==> src/hdl/fst_pkg.sv <==
// Constants for the filter resync settling timer.
// Assumes one 100 MHz clock standing in for the master clock.
package fst_pkg;
   // APB map
   localparam int          ADDR_W       = 8;
   localparam logic [7:0]  ADDR_CTRL    = 8'h00;
   localparam logic [7:0]  ADDR_STATUS  = 8'h04;
   localparam logic [7:0]  ADDR_ELAPSED = 8'h08;
   localparam logic [31:0] CTRL_RESET   = 32'h0000_0000;
   // Control fields
   localparam int CTRL_DIV8_BIT = 0;
   localparam int CTRL_GRPB_BIT = 1;
   localparam int CTRL_DECA_LSB = 2;
   localparam int CTRL_DECB_LSB = 5;
   localparam int DEC_W         = 3;
   // Status fields
   localparam int ST_BUSY    = 0;
   localparam int ST_READY   = 1;
   localparam int ST_SET_A   = 2;
   localparam int ST_SET_B   = 3;
   localparam int ST_CFG_ERR = 4;
   // Rates: decimation code 0..5 is 32..1024
   localparam int NUM_DEC       = 6;
   localparam int DEC_BASE_LOG2 = 5;
   localparam int DIV4_LOG2     = 2;
   localparam int CNT_W         = 20;
   localparam int PER_W         = 14;
   localparam int KEY_W         = 8;
   // Delays in master clock periods; first index 0 is divide-by-4, 1 divide-by-8
   localparam int unsigned SOLO_FIRST [2][6] = '{'{336, 620, 1187, 2325, 4601, 9153},
      '{656, 1225, 2359, 4635, 9187, 18291}};
   localparam int unsigned SOLO_SETTLE [2][6] = '{'{8400, 16748, 33443, 66837, 133625, 267201},
      '{16784, 33481, 66871, 133659, 267235, 534387}};
   localparam int unsigned MIX_FIRST [2] = '{758, 820};
   localparam int unsigned MIX_SET_A [2] = '{8822, 16948};
   localparam int unsigned MIX_SET_B [2][6] = '{'{8822, 17014, 33526, 66934, 133622, 267253},
      '{16948, 33588, 66868, 133684, 267316, 534580}};
   localparam int unsigned SLOWA_FIRST [2][5] = '{'{759, 760, 762, 782, 806},
      '{822, 824, 844, 836, 852}};
   localparam int unsigned SLOWA_SET_A [2][5] = '{'{17015, 33528, 66938, 133646, 267302},
      '{33590, 66872, 133708, 267332, 534612}};
   localparam int unsigned SLOWA_SET_B [2][5] = '{'{8823, 8824, 8826, 8846, 8870},
      '{16950, 16952, 16972, 16964, 16980}};
   // Sequencer states
   typedef enum logic [1:0] {
      FST_IDLE = 2'b00,
      FST_WAIT = 2'b01,
      FST_RUN  = 2'b10
   } fst_state_t;
endpackage : fst_pkg

==> src/hdl/fst_lut_if.sv <==
// Carrier between the timer and its delay table.
// Assumes both ends on the same clock.
`timescale 1ns/1ps
interface fst_lut_if;
   import fst_pkg::*;
   logic [KEY_W-1:0] key;
   logic             valid;
   logic [CNT_W-1:0] first;
   logic [CNT_W-1:0] set_a;
   logic [CNT_W-1:0] set_b;
   modport rom  (input key, output valid, first, set_a, set_b);
   modport user (output key, input valid, first, set_a, set_b);
endinterface : fst_lut_if

==> src/hdl/fst_delay_rom.sv <==
// Delay table: configuration key in, registered delays out.
// Assumes the key is steady for a cycle before its result is used.
`timescale 1ns/1ps
module fst_delay_rom (
   input  wire logic i_sys_clk,
   input  wire logic i_resetn,
   fst_lut_if.rom    lut
);
   import fst_pkg::*;
   logic                 div8;
   logic                 grpb;
   logic [DEC_W-1:0]     da;
   logic [DEC_W-1:0]     db;
   logic [DEC_W-1:0]     ai;
   logic                 next_valid;
   logic [CNT_W-1:0]     next_first;
   logic [CNT_W-1:0]     next_a;
   logic [CNT_W-1:0]     next_b;

   // Key fields
   assign {div8, grpb, da, db} = lut.key;
   assign ai = da - 3'h1;

   // Lookup by group usage
   always_comb begin
      next_valid = 1'b0;
      next_first = '0;
      next_a     = '0;
      next_b     = '0;
      if (!grpb && da < NUM_DEC) begin
         next_valid = 1'b1;
         next_first = CNT_W'(SOLO_FIRST[div8][da]);
         next_a     = CNT_W'(SOLO_SETTLE[div8][da]);
      end else if (grpb && da == 3'h0 && db < NUM_DEC) begin
         next_valid = 1'b1;
         next_first = CNT_W'(MIX_FIRST[div8]);
         next_a     = CNT_W'(MIX_SET_A[div8]);
         next_b     = CNT_W'(MIX_SET_B[div8][db]);
      end else if (grpb && db == 3'h0 && da != 3'h0 && da < NUM_DEC) begin
         next_valid = 1'b1;
         next_first = CNT_W'(SLOWA_FIRST[div8][ai]);
         next_a     = CNT_W'(SLOWA_SET_A[div8][ai]);
         next_b     = CNT_W'(SLOWA_SET_B[div8][ai]);
      end
   end

   // Registered read data
   always_ff @(posedge i_sys_clk or negedge i_resetn) begin
      if (!i_resetn) begin
         lut.valid <= 1'b0;
         lut.first <= '0;
         lut.set_a <= '0;
         lut.set_b <= '0;
      end else begin
         lut.valid <= next_valid;
         lut.first <= next_first;
         lut.set_a <= next_a;
         lut.set_b <= next_b;
      end
   end
endmodule : fst_delay_rom

==> src/hdl/fst_resync_timer.sv <==
// Resync settling timer: filter restart, first and periodic data-ready,
// settled flags per rate group, APB control and status.
// Assumes i_resync is synchronous to i_sys_clk and held steady around edges.
//
// The register offsets and the APB register port were left to the implementer.
`timescale 1ns/1ps
module fst_resync_timer #(
   parameter int unsigned P_SIM_SHIFT = 0
) (
   input  wire logic                      i_sys_clk,
   input  wire logic                      i_resetn,
   input  wire logic                      i_resync,
   input  wire logic                      i_psel,
   input  wire logic                      i_penable,
   input  wire logic                      i_pwrite,
   input  wire logic [fst_pkg::ADDR_W-1:0] i_paddr,
   input  wire logic [31:0]               i_pwdata,
   output logic      [31:0]               o_prdata,
   output logic                           o_pready,
   output logic                           o_pslverr,
   output logic                           o_filter_restart,
   output logic                           o_data_ready_strobe,
   output logic                           o_settled_a,
   output logic                           o_settled_b
);
   import fst_pkg::*;

   // Shift shortens the latched table delays for simulation; the latched strobe period is not shortened
   if (P_SIM_SHIFT > 8) begin : g_bad_shift
      $error("P_SIM_SHIFT above 8 is not served");
   end

   // Period counter must hold the slowest strobe spacing
   if (DIV4_LOG2 + DEC_BASE_LOG2 + NUM_DEC >= PER_W) begin : g_bad_period
      $error("PER_W too narrow for the slowest output period");
   end

   fst_lut_if lut ();

   logic [31:0]      ctrl;
   logic             resync_q;
   logic             rise;
   fst_state_t       state;
   logic [CNT_W-1:0] cnt;
   logic [PER_W-1:0] pcnt;
   logic [PER_W-1:0] lat_period;
   logic [CNT_W-1:0] lat_first;
   logic [CNT_W-1:0] lat_a;
   logic [CNT_W-1:0] lat_b;
   logic             lat_grpb;
   logic             lat_div8;
   logic [DEC_W-1:0] lat_deca;
   logic [DEC_W-1:0] lat_decb;
   logic             ready_seen;
   logic             cfg_err;
   logic             busy;
   logic             first_hit;
   logic             per_hit;
   logic             access;
   logic             finish;
   logic [31:0]      next_rdata;
   logic             next_err;

   // Scale a delay down, never below one cycle
   function automatic logic [CNT_W-1:0] shrink(input logic [CNT_W-1:0] v);
      logic [CNT_W-1:0] s;
      s = v >> P_SIM_SHIFT;
      return (s == '0) ? CNT_W'(1) : s;
   endfunction : shrink

   // Delay table, keyed by live configuration
   assign lut.key = {ctrl[CTRL_DIV8_BIT], ctrl[CTRL_GRPB_BIT],
                     ctrl[CTRL_DECA_LSB +: DEC_W], ctrl[CTRL_DECB_LSB +: DEC_W]};

   fst_delay_rom u_rom (
      .i_sys_clk (i_sys_clk),
      .i_resetn  (i_resetn),
      .lut       (lut)
   );

   // Resync edge detect
   always_ff @(posedge i_sys_clk or negedge i_resetn) begin
      if (!i_resetn) begin
         resync_q <= 1'b0;
      end else begin
         resync_q <= i_resync;
      end
   end

   assign rise = i_resync & ~resync_q;

   // Filter restart pulse
   always_ff @(posedge i_sys_clk or negedge i_resetn) begin
      if (!i_resetn) begin
         o_filter_restart <= 1'b0;
      end else begin
         o_filter_restart <= rise;
      end
   end

   // Latch the delays for this resync
   always_ff @(posedge i_sys_clk or negedge i_resetn) begin
      if (!i_resetn) begin
         lat_first  <= '0;
         lat_a      <= '0;
         lat_b      <= '0;
         lat_grpb   <= 1'b0;
         lat_div8   <= 1'b0;
         lat_deca   <= '0;
         lat_decb   <= '0;
         lat_period <= '0;
      end else if (rise) begin
         lat_first  <= shrink(lut.first);
         lat_a      <= shrink(lut.set_a);
         lat_b      <= shrink(lut.set_b);
         lat_grpb   <= ctrl[CTRL_GRPB_BIT];
         lat_div8   <= ctrl[CTRL_DIV8_BIT];
         lat_deca   <= ctrl[CTRL_DECA_LSB +: DEC_W];
         lat_decb   <= ctrl[CTRL_DECB_LSB +: DEC_W];
         lat_period <= PER_W'(1) << (DIV4_LOG2 + DEC_BASE_LOG2 +
                       int'(ctrl[CTRL_DIV8_BIT]) + int'(ctrl[CTRL_DECA_LSB +: DEC_W]));
      end
   end

   // Event terms
   assign first_hit = (state == FST_WAIT) && (cnt == lat_first - CNT_W'(1));
   assign per_hit   = (state == FST_RUN) && (pcnt == lat_period - PER_W'(1));
   assign busy      = (state != FST_IDLE) && !(o_settled_a && (o_settled_b || !lat_grpb));

   // Sequencer
   always_ff @(posedge i_sys_clk or negedge i_resetn) begin
      if (!i_resetn) begin
         state <= FST_IDLE;
      end else if (rise) begin
         state <= lut.valid ? FST_WAIT : FST_IDLE;
      end else begin
         case (state)
            FST_IDLE: state <= FST_IDLE;
            FST_WAIT: state <= first_hit ? FST_RUN : FST_WAIT;
            FST_RUN:  state <= FST_RUN;
            default:  state <= FST_IDLE;
         endcase
      end
   end

   // Elapsed periods since the first edge after resync
   always_ff @(posedge i_sys_clk or negedge i_resetn) begin
      if (!i_resetn) begin
         cnt <= '0;
      end else if (rise) begin
         cnt <= '0;
      end else if (busy) begin
         cnt <= cnt + CNT_W'(1);
      end
   end

   // Output period counter after first data
   always_ff @(posedge i_sys_clk or negedge i_resetn) begin
      if (!i_resetn) begin
         pcnt <= '0;
      end else if (state != FST_RUN || per_hit) begin
         pcnt <= '0;
      end else begin
         pcnt <= pcnt + PER_W'(1);
      end
   end

   // Data-ready strobe, common to every channel
   always_ff @(posedge i_sys_clk or negedge i_resetn) begin
      if (!i_resetn) begin
         o_data_ready_strobe <= 1'b0;
      end else begin
         o_data_ready_strobe <= !rise && (first_hit || per_hit);
      end
   end

   // Settled flags per group
   always_ff @(posedge i_sys_clk or negedge i_resetn) begin
      if (!i_resetn) begin
         o_settled_a <= 1'b0;
         o_settled_b <= 1'b0;
      end else if (rise) begin
         o_settled_a <= 1'b0;
         o_settled_b <= 1'b0;
      end else if (state != FST_IDLE) begin
         if (cnt == lat_a - CNT_W'(1)) begin
            o_settled_a <= 1'b1;
         end
         if (lat_grpb && cnt == lat_b - CNT_W'(1)) begin
            o_settled_b <= 1'b1;
         end
      end
   end

   // Status history
   always_ff @(posedge i_sys_clk or negedge i_resetn) begin
      if (!i_resetn) begin
         ready_seen <= 1'b0;
         cfg_err    <= 1'b0;
      end else if (rise) begin
         ready_seen <= 1'b0;
         cfg_err    <= ~lut.valid;
      end else if (o_data_ready_strobe) begin
         ready_seen <= 1'b1;
      end
   end

   // APB phases: answer one cycle into access
   assign access = i_psel & i_penable & ~o_pready;
   assign finish = i_psel & i_penable & o_pready;

   // Read mux and unmapped decode
   always_comb begin
      next_rdata = 32'h0000_0000;
      next_err   = 1'b0;
      case (i_paddr)
         ADDR_CTRL: next_rdata = ctrl;
         ADDR_STATUS: begin
            next_rdata[ST_BUSY]    = busy;
            next_rdata[ST_READY]   = ready_seen;
            next_rdata[ST_SET_A]   = o_settled_a;
            next_rdata[ST_SET_B]   = o_settled_b;
            next_rdata[ST_CFG_ERR] = cfg_err;
         end
         ADDR_ELAPSED: next_rdata = 32'(cnt);
         default: next_err = 1'b1;
      endcase
   end

   // APB answer
   always_ff @(posedge i_sys_clk or negedge i_resetn) begin
      if (!i_resetn) begin
         o_pready  <= 1'b0;
         o_prdata  <= 32'h0000_0000;
         o_pslverr <= 1'b0;
      end else if (access) begin
         o_pready  <= 1'b1;
         o_prdata  <= i_pwrite ? 32'h0000_0000 : next_rdata;
         o_pslverr <= next_err;
      end else begin
         o_pready  <= 1'b0;
         o_pslverr <= 1'b0;
      end
   end

   // Control register, written at the completing edge
   always_ff @(posedge i_sys_clk or negedge i_resetn) begin
      if (!i_resetn) begin
         ctrl <= CTRL_RESET;
      end else if (finish && i_pwrite && i_paddr == ADDR_CTRL) begin
         ctrl <= {24'h00_0000, i_pwdata[7:0]};
      end
   end

   logic             first_pulse;
   logic [PER_W-1:0] gap_cnt;
   assign first_pulse = o_data_ready_strobe && !ready_seen;

   // Cycles since the last strobe while results repeat
   always_ff @(posedge i_sys_clk or negedge i_resetn) begin
      if (!i_resetn) begin
         gap_cnt <= '0;
      end else if (state != FST_RUN || o_data_ready_strobe) begin
         gap_cnt <= '0;
      end else begin
         gap_cnt <= gap_cnt + PER_W'(1);
      end
   end
endmodule : fst_resync_timer

==> config.mk <==
export PLATFORM = sky130hd
export DESIGN_NAME = fst_resync_timer
export DESIGN_NICKNAME = d
export VERILOG_FILES = /design/src/hdl/fst_pkg.sv /design/src/hdl/fst_lut_if.sv /design/src/hdl/fst_delay_rom.sv /design/src/hdl/fst_resync_timer.sv
export SDC_FILE = /design/constraint.sdc
export NUM_CORES = 1
export LEC_CHECK = 0
export BUFFER_PORTS_ARGS = -buffer_cell sky130_fd_sc_hd__buf_4
export CORE_AREA = 2 2 163 117
export CTS_CLUSTER_DIAMETER = 30
export CTS_CLUSTER_SIZE = 20
export DETAILED_ROUTE_END_ITERATION = 12
export DIE_AREA = 0 0 165 119
export PLACE_DENSITY = 0.9
export RECOVER_POWER = 25
export SETUP_SLACK_MARGIN = 0.3
export SYNTH_ARGS = -nofsm -noshare
export SYNTH_HDL_FRONTEND = slang
export SYNTH_SLANG_ARGS = --single-unit
==> constraint.sdc <==
create_clock -name i_sys_clk -period 3.55 [get_ports i_sys_clk]
set_input_delay 0.355 -clock i_sys_clk [delete_from_list [all_inputs] [get_ports i_sys_clk]]
set_output_delay 0.355 -clock i_sys_clk [all_outputs]
set_load 0.02 [all_outputs]
== After elaboration in Yosys (flattened, before gate mapping) ==
Index checks and enable logic that the tools add are counted.
Widths: inputs -> output; s select.

* Add/subtract/negate cells: 9
* Order comparisons: 6
* Eq/ne operators: 9
* Shift-type cells: 1
* Multiplexer cells: 78
* Bitwise operators: 11
* Reduce and logical (&&, ||, !) cells: 37

{| class="wikitable"
|+ Operator list
! operator !! count
|-
| $mux 192 || 6
|-
| $mux 160 || 6
|-
| $mux 20 || 30
|-
| $bmux 32 s3 || 6
|-
| $mux 175 || 2
|-
| $mux 170 || 1
|-
| $mux 144 || 1
|-
| $mux 143 || 1
|-
| $mux 137 || 1
|-
| $eq 20x20->1 || 3
|-
| $logic_not 20->1 || 3
|-
| $sub 20x1->20 const B || 3
|-
| $mux 32 || 1
|-
| $pmux 15 s2 || 1
|-
| $add 20x1->20 const B || 1
|-
| $mux 1 || 15
|-
| $mux 15 || 1
|-
| $pmux 5 s3 || 1
|-
| $add 14x1->14 const B || 1
|-
| $eq 14x14->1 || 1
|-
| $logic_and 1x1->1 || 14
|-
| $mux 14 || 1
|-
| $shl 1x5->14 const A || 1
|-
| $sub 14x1->14 const B || 1
|-
| 26 further kinds || 49
|}

* Register bits after elaboration: 221
* Input bits: 46

== Depth between registers and ports, before layout ==
* Depth in word-level cells: 10
* Gate-level depth with buffers: 12
* Gate-level depth less buffers: 9

== By module ==
Synthesis repeated with hierarchy kept, for this count alone.

* Cell total of the unflattened synthesis: 1303
* Area total of the unflattened synthesis: 11537.3 sq um

{| class="wikitable"
|+ Modules (own cells, without submodules)
! module !! instances !! cells each !! area each (sq um) !! seq. area each (sq um)
|-
| fst_resync_timer || 1 || 1044 || 8947.3 || 3703.6
|-
| fst_delay_rom || 1 || 259 || 2590.0 || 1176.1
|}

== Worst setup path after synthesis ==
OpenSTA, ideal clock, no wires.

* Path type: reg2reg
* Start: reg lat_b[0]
* End: reg o_settled_b
* Arrival time: 2.809 ns
* Required time: 3.482 ns
* Path slack: 0.674 ns
* Stages on the path, launching flop included: 10
* Clock period less this slack: 2.876 ns
* Cell sequence: dfrtp_1 > inv_1 > ha_1 > or4b_2 > nor4b_1 > xnor2_1 > o211ai_1 > or4_1 > a2111oi_1 > a32o_1

* Word-level cells in the longest chain between the ends: 5

{| class="wikitable"
|+ Ends and longest elaborated chain
! element !! line !! RTL
|-
| start, declared || fst_resync_timer.sv:49 || <nowiki>logic [CNT_W-1:0] lat_b;</nowiki>
|-
| start signal, assigned || fst_resync_timer.sv:115 || <nowiki>lat_b <= shrink(lut.set_b);</nowiki>
|-
| $sub 20x1->20 || fst_resync_timer.sv:189 || <nowiki>if (lat_grpb && cnt == lat_b - CNT_W'(1)) begin</nowiki>
|-
| $eq 20x20->1 || fst_resync_timer.sv:189 ||
|-
| $logic_and 1x1->1 || fst_resync_timer.sv:189 ||
|-
| $reduce_bool 2->1 (no line) || -- ||
|-
| $reduce_and 2->1 (no line) || -- ||
|-
| end signal, assigned || fst_resync_timer.sv:181 || <nowiki>o_settled_b <= 1'b0;</nowiki>
|-
| end signal, assigned || fst_resync_timer.sv:184 || <nowiki>o_settled_b <= 1'b0;</nowiki>
|-
| end signal, assigned || fst_resync_timer.sv:190 || <nowiki>o_settled_b <= 1'b1;</nowiki>
|-
| end, declared || fst_resync_timer.sv:24 || <nowiki>output logic o_settled_b</nowiki>
|}

Every way passes these cells.
A chain may end at the register's enable or synchronous reset.

== Worst setup path after layout ==
Same ends and word-level chain as after synthesis.

==> flow_summary.json <==
{
  "rsz0062_at_grt": "no",
  "timing.setup.tns_ns": 0,
  "die_w_um": 165,
  "layout-drive-gt1-share": 0.08003,
  "setup_viol": 0,
  "core_area_mm2": 0.01834,
  "die_area_mm2": 0.01964,
  "syn2layout_area_growth_pct": 8.402,
  "crit_path_end_kind": "register",
  "die-height_um": 119,
  "synth_edf_count": 0,
  "remaining_drc_errors": 0,
  "synthMostInstantiatedCell": "nand2_1",
  "wl_per_cell_um": 19.01,
  "vias": 9260,
  "timing.final.hold_violations": 0,
  "antenna_cells": 0,
  "fin_crit_ns": 3.085,
  "synth_cell_types": 81,
  "slew_viol_final": 93,
  "initial_core_util": 0.5927,
  "max_slew.worst_pin.slew_ns": 1.996,
  "skew_ns": 0.01114,
  "worstSetupPathType": "register to register",
  "ys_seq_area_frac": 0.4351,
  "wl_um": 28110,
  "grt_use_total": 0.2999,
  "worstHoldPathType": "input port to register",
  "crit_slowest_cell": "or4b_2",
  "synth_top_area_frac": 0.4351,
  "ant_nets": 0,
  "ioPinCount": 84,
  "peakVddDrop_mv": 0.3430,
  "synthArstFlopShare": 1.000,
  "syn_inst": 1221,
  "synthTopCellsByCount": "nand2_1 (222), dfrtp_1 (189), nor2_1 (99), clkbuf_1 (66)",
  "status": "complete, but fails checks",
  "failed_checks": "capacitance limit, slew limit",
  "drt_iter0_drc": 1353,
  "fmax_ghz": 0.3242,
  "synth_top_area_cell": "dfrtp_1",
  "cp_data_arrival_time_ns": 3.47,
  "dp_hpwl_um": 19920,
  "ys_warn_count": 0,
  "post_cts_buffers": 0,
  "cts_root_buf": "clkbuf_16",
  "rows": 42,
  "cts_max_level": 4,
  "leakage_uw": 0.005590,
  "grt_pass1_vias": 8584,
  "grt_pass1_wl_um": 45670,
  "cp.required_ns": 3.93,
  "clock_latency_ns": 0.44,
  "cts.sinks": 189,
  "grt_max_degree": 93,
  "gp_congestion": 0.9448,
  "drtPass1Iterations": 6,
  "crit_path_max_incr_delay_ns": 0.68,
  "via_per_inst": 6.261,
  "cp-start-kind": "register",
  "clockBufferDepth": 2,
  "maxCapViolCount": 1,
  "numCtsBuffers": 17,
  "fin_util": 0.6425,
  "path_clk_slew_ns": 0.07,
  "layout.nets": 1293,
  "cp_max_fo": 4,
  "synthTopCellsByArea": "dfrtp_1 (44%), nand2_1 (7.7%), xnor2_1 (4.7%), xor2_1 (4.6%), nor2_1 (3.4%)",
  "synth_area_mm2": 0.01087,
  "overflow": 0,
  "cts_tree": "done",
  "syn_avg_cell_area_um2": 8.903,
  "post-route-period-util": 0.8690,
  "synth_ff_type": "dfrtp_1",
  "p_per_area_mw_per_mm2": 373.3,
  "path_cells": "inv_1, ha_1, or4b_2, nor4b_2, xnor2_1, o211ai_1, or4_1, a2111oi_1, a32o_1",
  "antenna_found_initial": 0,
  "p_total_uw": 4399,
  "port_buffers": 47,
  "whs_ns": 0.05970,
  "synth-seq-cells": 189,
  "relSlewSlack": -0.3308
}
## critical path: cells and delay by family, from the launching register on
kind / cells / cell delay, ns
AO/OA/AOI/OAI: 3 / 0.64
buffers and inverters: 1 / 0.09
flip-flops: 1 / 0.43
AND/OR/NAND/NOR: 3 / 1.52
XOR/XNOR: 1 / 0.15
adder cells (fa/ha/maj): 1 / 0.19
## cell families after synthesis
logic type,Yosys count,share of synthesized area
buffers and inverters,118,0.04638
xor gates and xnor gates,116,0.09415
adders and majority gates,23,0.02647
AOI/OAI and AO/OA,222,0.1387
other,1,0.0003450
and+or+nand+nor,532,0.2398
DFF,189,0.4351
muxes,20,0.01911
## cells in the final DEF (no fill, tap or decap), types with 26 or more instances in the layout
cell,count
nand2_1,222
dfrtp_1,189
nor2_1,99
xnor2_1,58
o21ai_0,58
xor2_1,57
a21oi_1,42
buf_4,32
inv_1,30
nand3_1,29
clkbuf_1,26
## where the power goes
| group | internal (uW) | total [uW] | switching [uW] |
|---|---|---|---|
| Clock | 935 | 1860 | 926 |
| Combinational | 135 | 359 | 225 |
| Sequential | 2160 | 2180 | 16.1 |
| Total | 3230 | 4400 | 1170 |
## path summary, 6_finish.rpt
path                                      from            endpoint  slack, ns  depth (start not counted)
setup / recovery                      lat_b[0]         o_settled_b       0.47                          9
hold / removal                        i_resync            resync_q       0.06                          1
setup reg to reg                      lat_b[0]         o_settled_b       0.47                          9
hold reg to reg            u_rom.lut.first[11]       lat_first[11]       0.48                          2
max in group asynchronous             i_resetn  u_rom.lut.set_a[8]       0.80                          3
min in group asynchronous             i_resetn        o_prdata[12]       0.43                          2
## registers in the layout, indices dropped and copies added (netlist names), 2 cells and up
register         flops
lat_period          14
ctrl                 8
u_rom.lut.set_a     12
u_rom.lut.first     15
u_rom.lut.set_b     19
lat_a               19
o_prdata            20
lat_first           16
lat_b               19
pcnt                14
cnt                 20
state                2
## through the flow
| step | cell area, um^2 | setup slack [ns] | std cells |
|---|---|---|---|
| global placement | 11300 | 0.5053 | 1446 |
| CTS | 11880 | 0.3939 | 1479 |
| finish | 11780 | 0.4651 | 1479 |
| global route | 11780 | 0.3123 | 1479 |
| floorplan | 10910 | 0.6737 | 1232 |
| detailed placement | 11300 | 0.4121 | 1446 |
## layer usage
| metal | up-vias | GRT usage | routed length [um] |
|---|---|---|---|
| li1 | 4238 | - | - |
| met1 | 4455 | 0.4535 | 12260 |
| met2 | 505 | 0.4258 | 12050 |
| met3 | 62 | 0.07524 | 3209 |
| met4 | 0 | 0.08696 | 594 |
| met5 | - | 0 | 0 |
## final cells by class
type	instances	area (um^2)
fillers	1411	6556
multi-input cells	925	5699
clock buffers	17	425.4
inverters	30	112.6
well taps	242	302.8
flip-flops and latches	189	4730
repair buffers	61	366.6
clock inverters	15	147.6
## repair_timing
action	4_1_cts	5_1_grt
resized for setup	0	2
hold endpoints to repair	57	0
endpoints found under the setup margin	0	10
hold buffers	1	0
No activity file was read; power rests on OpenSTA's default activity.
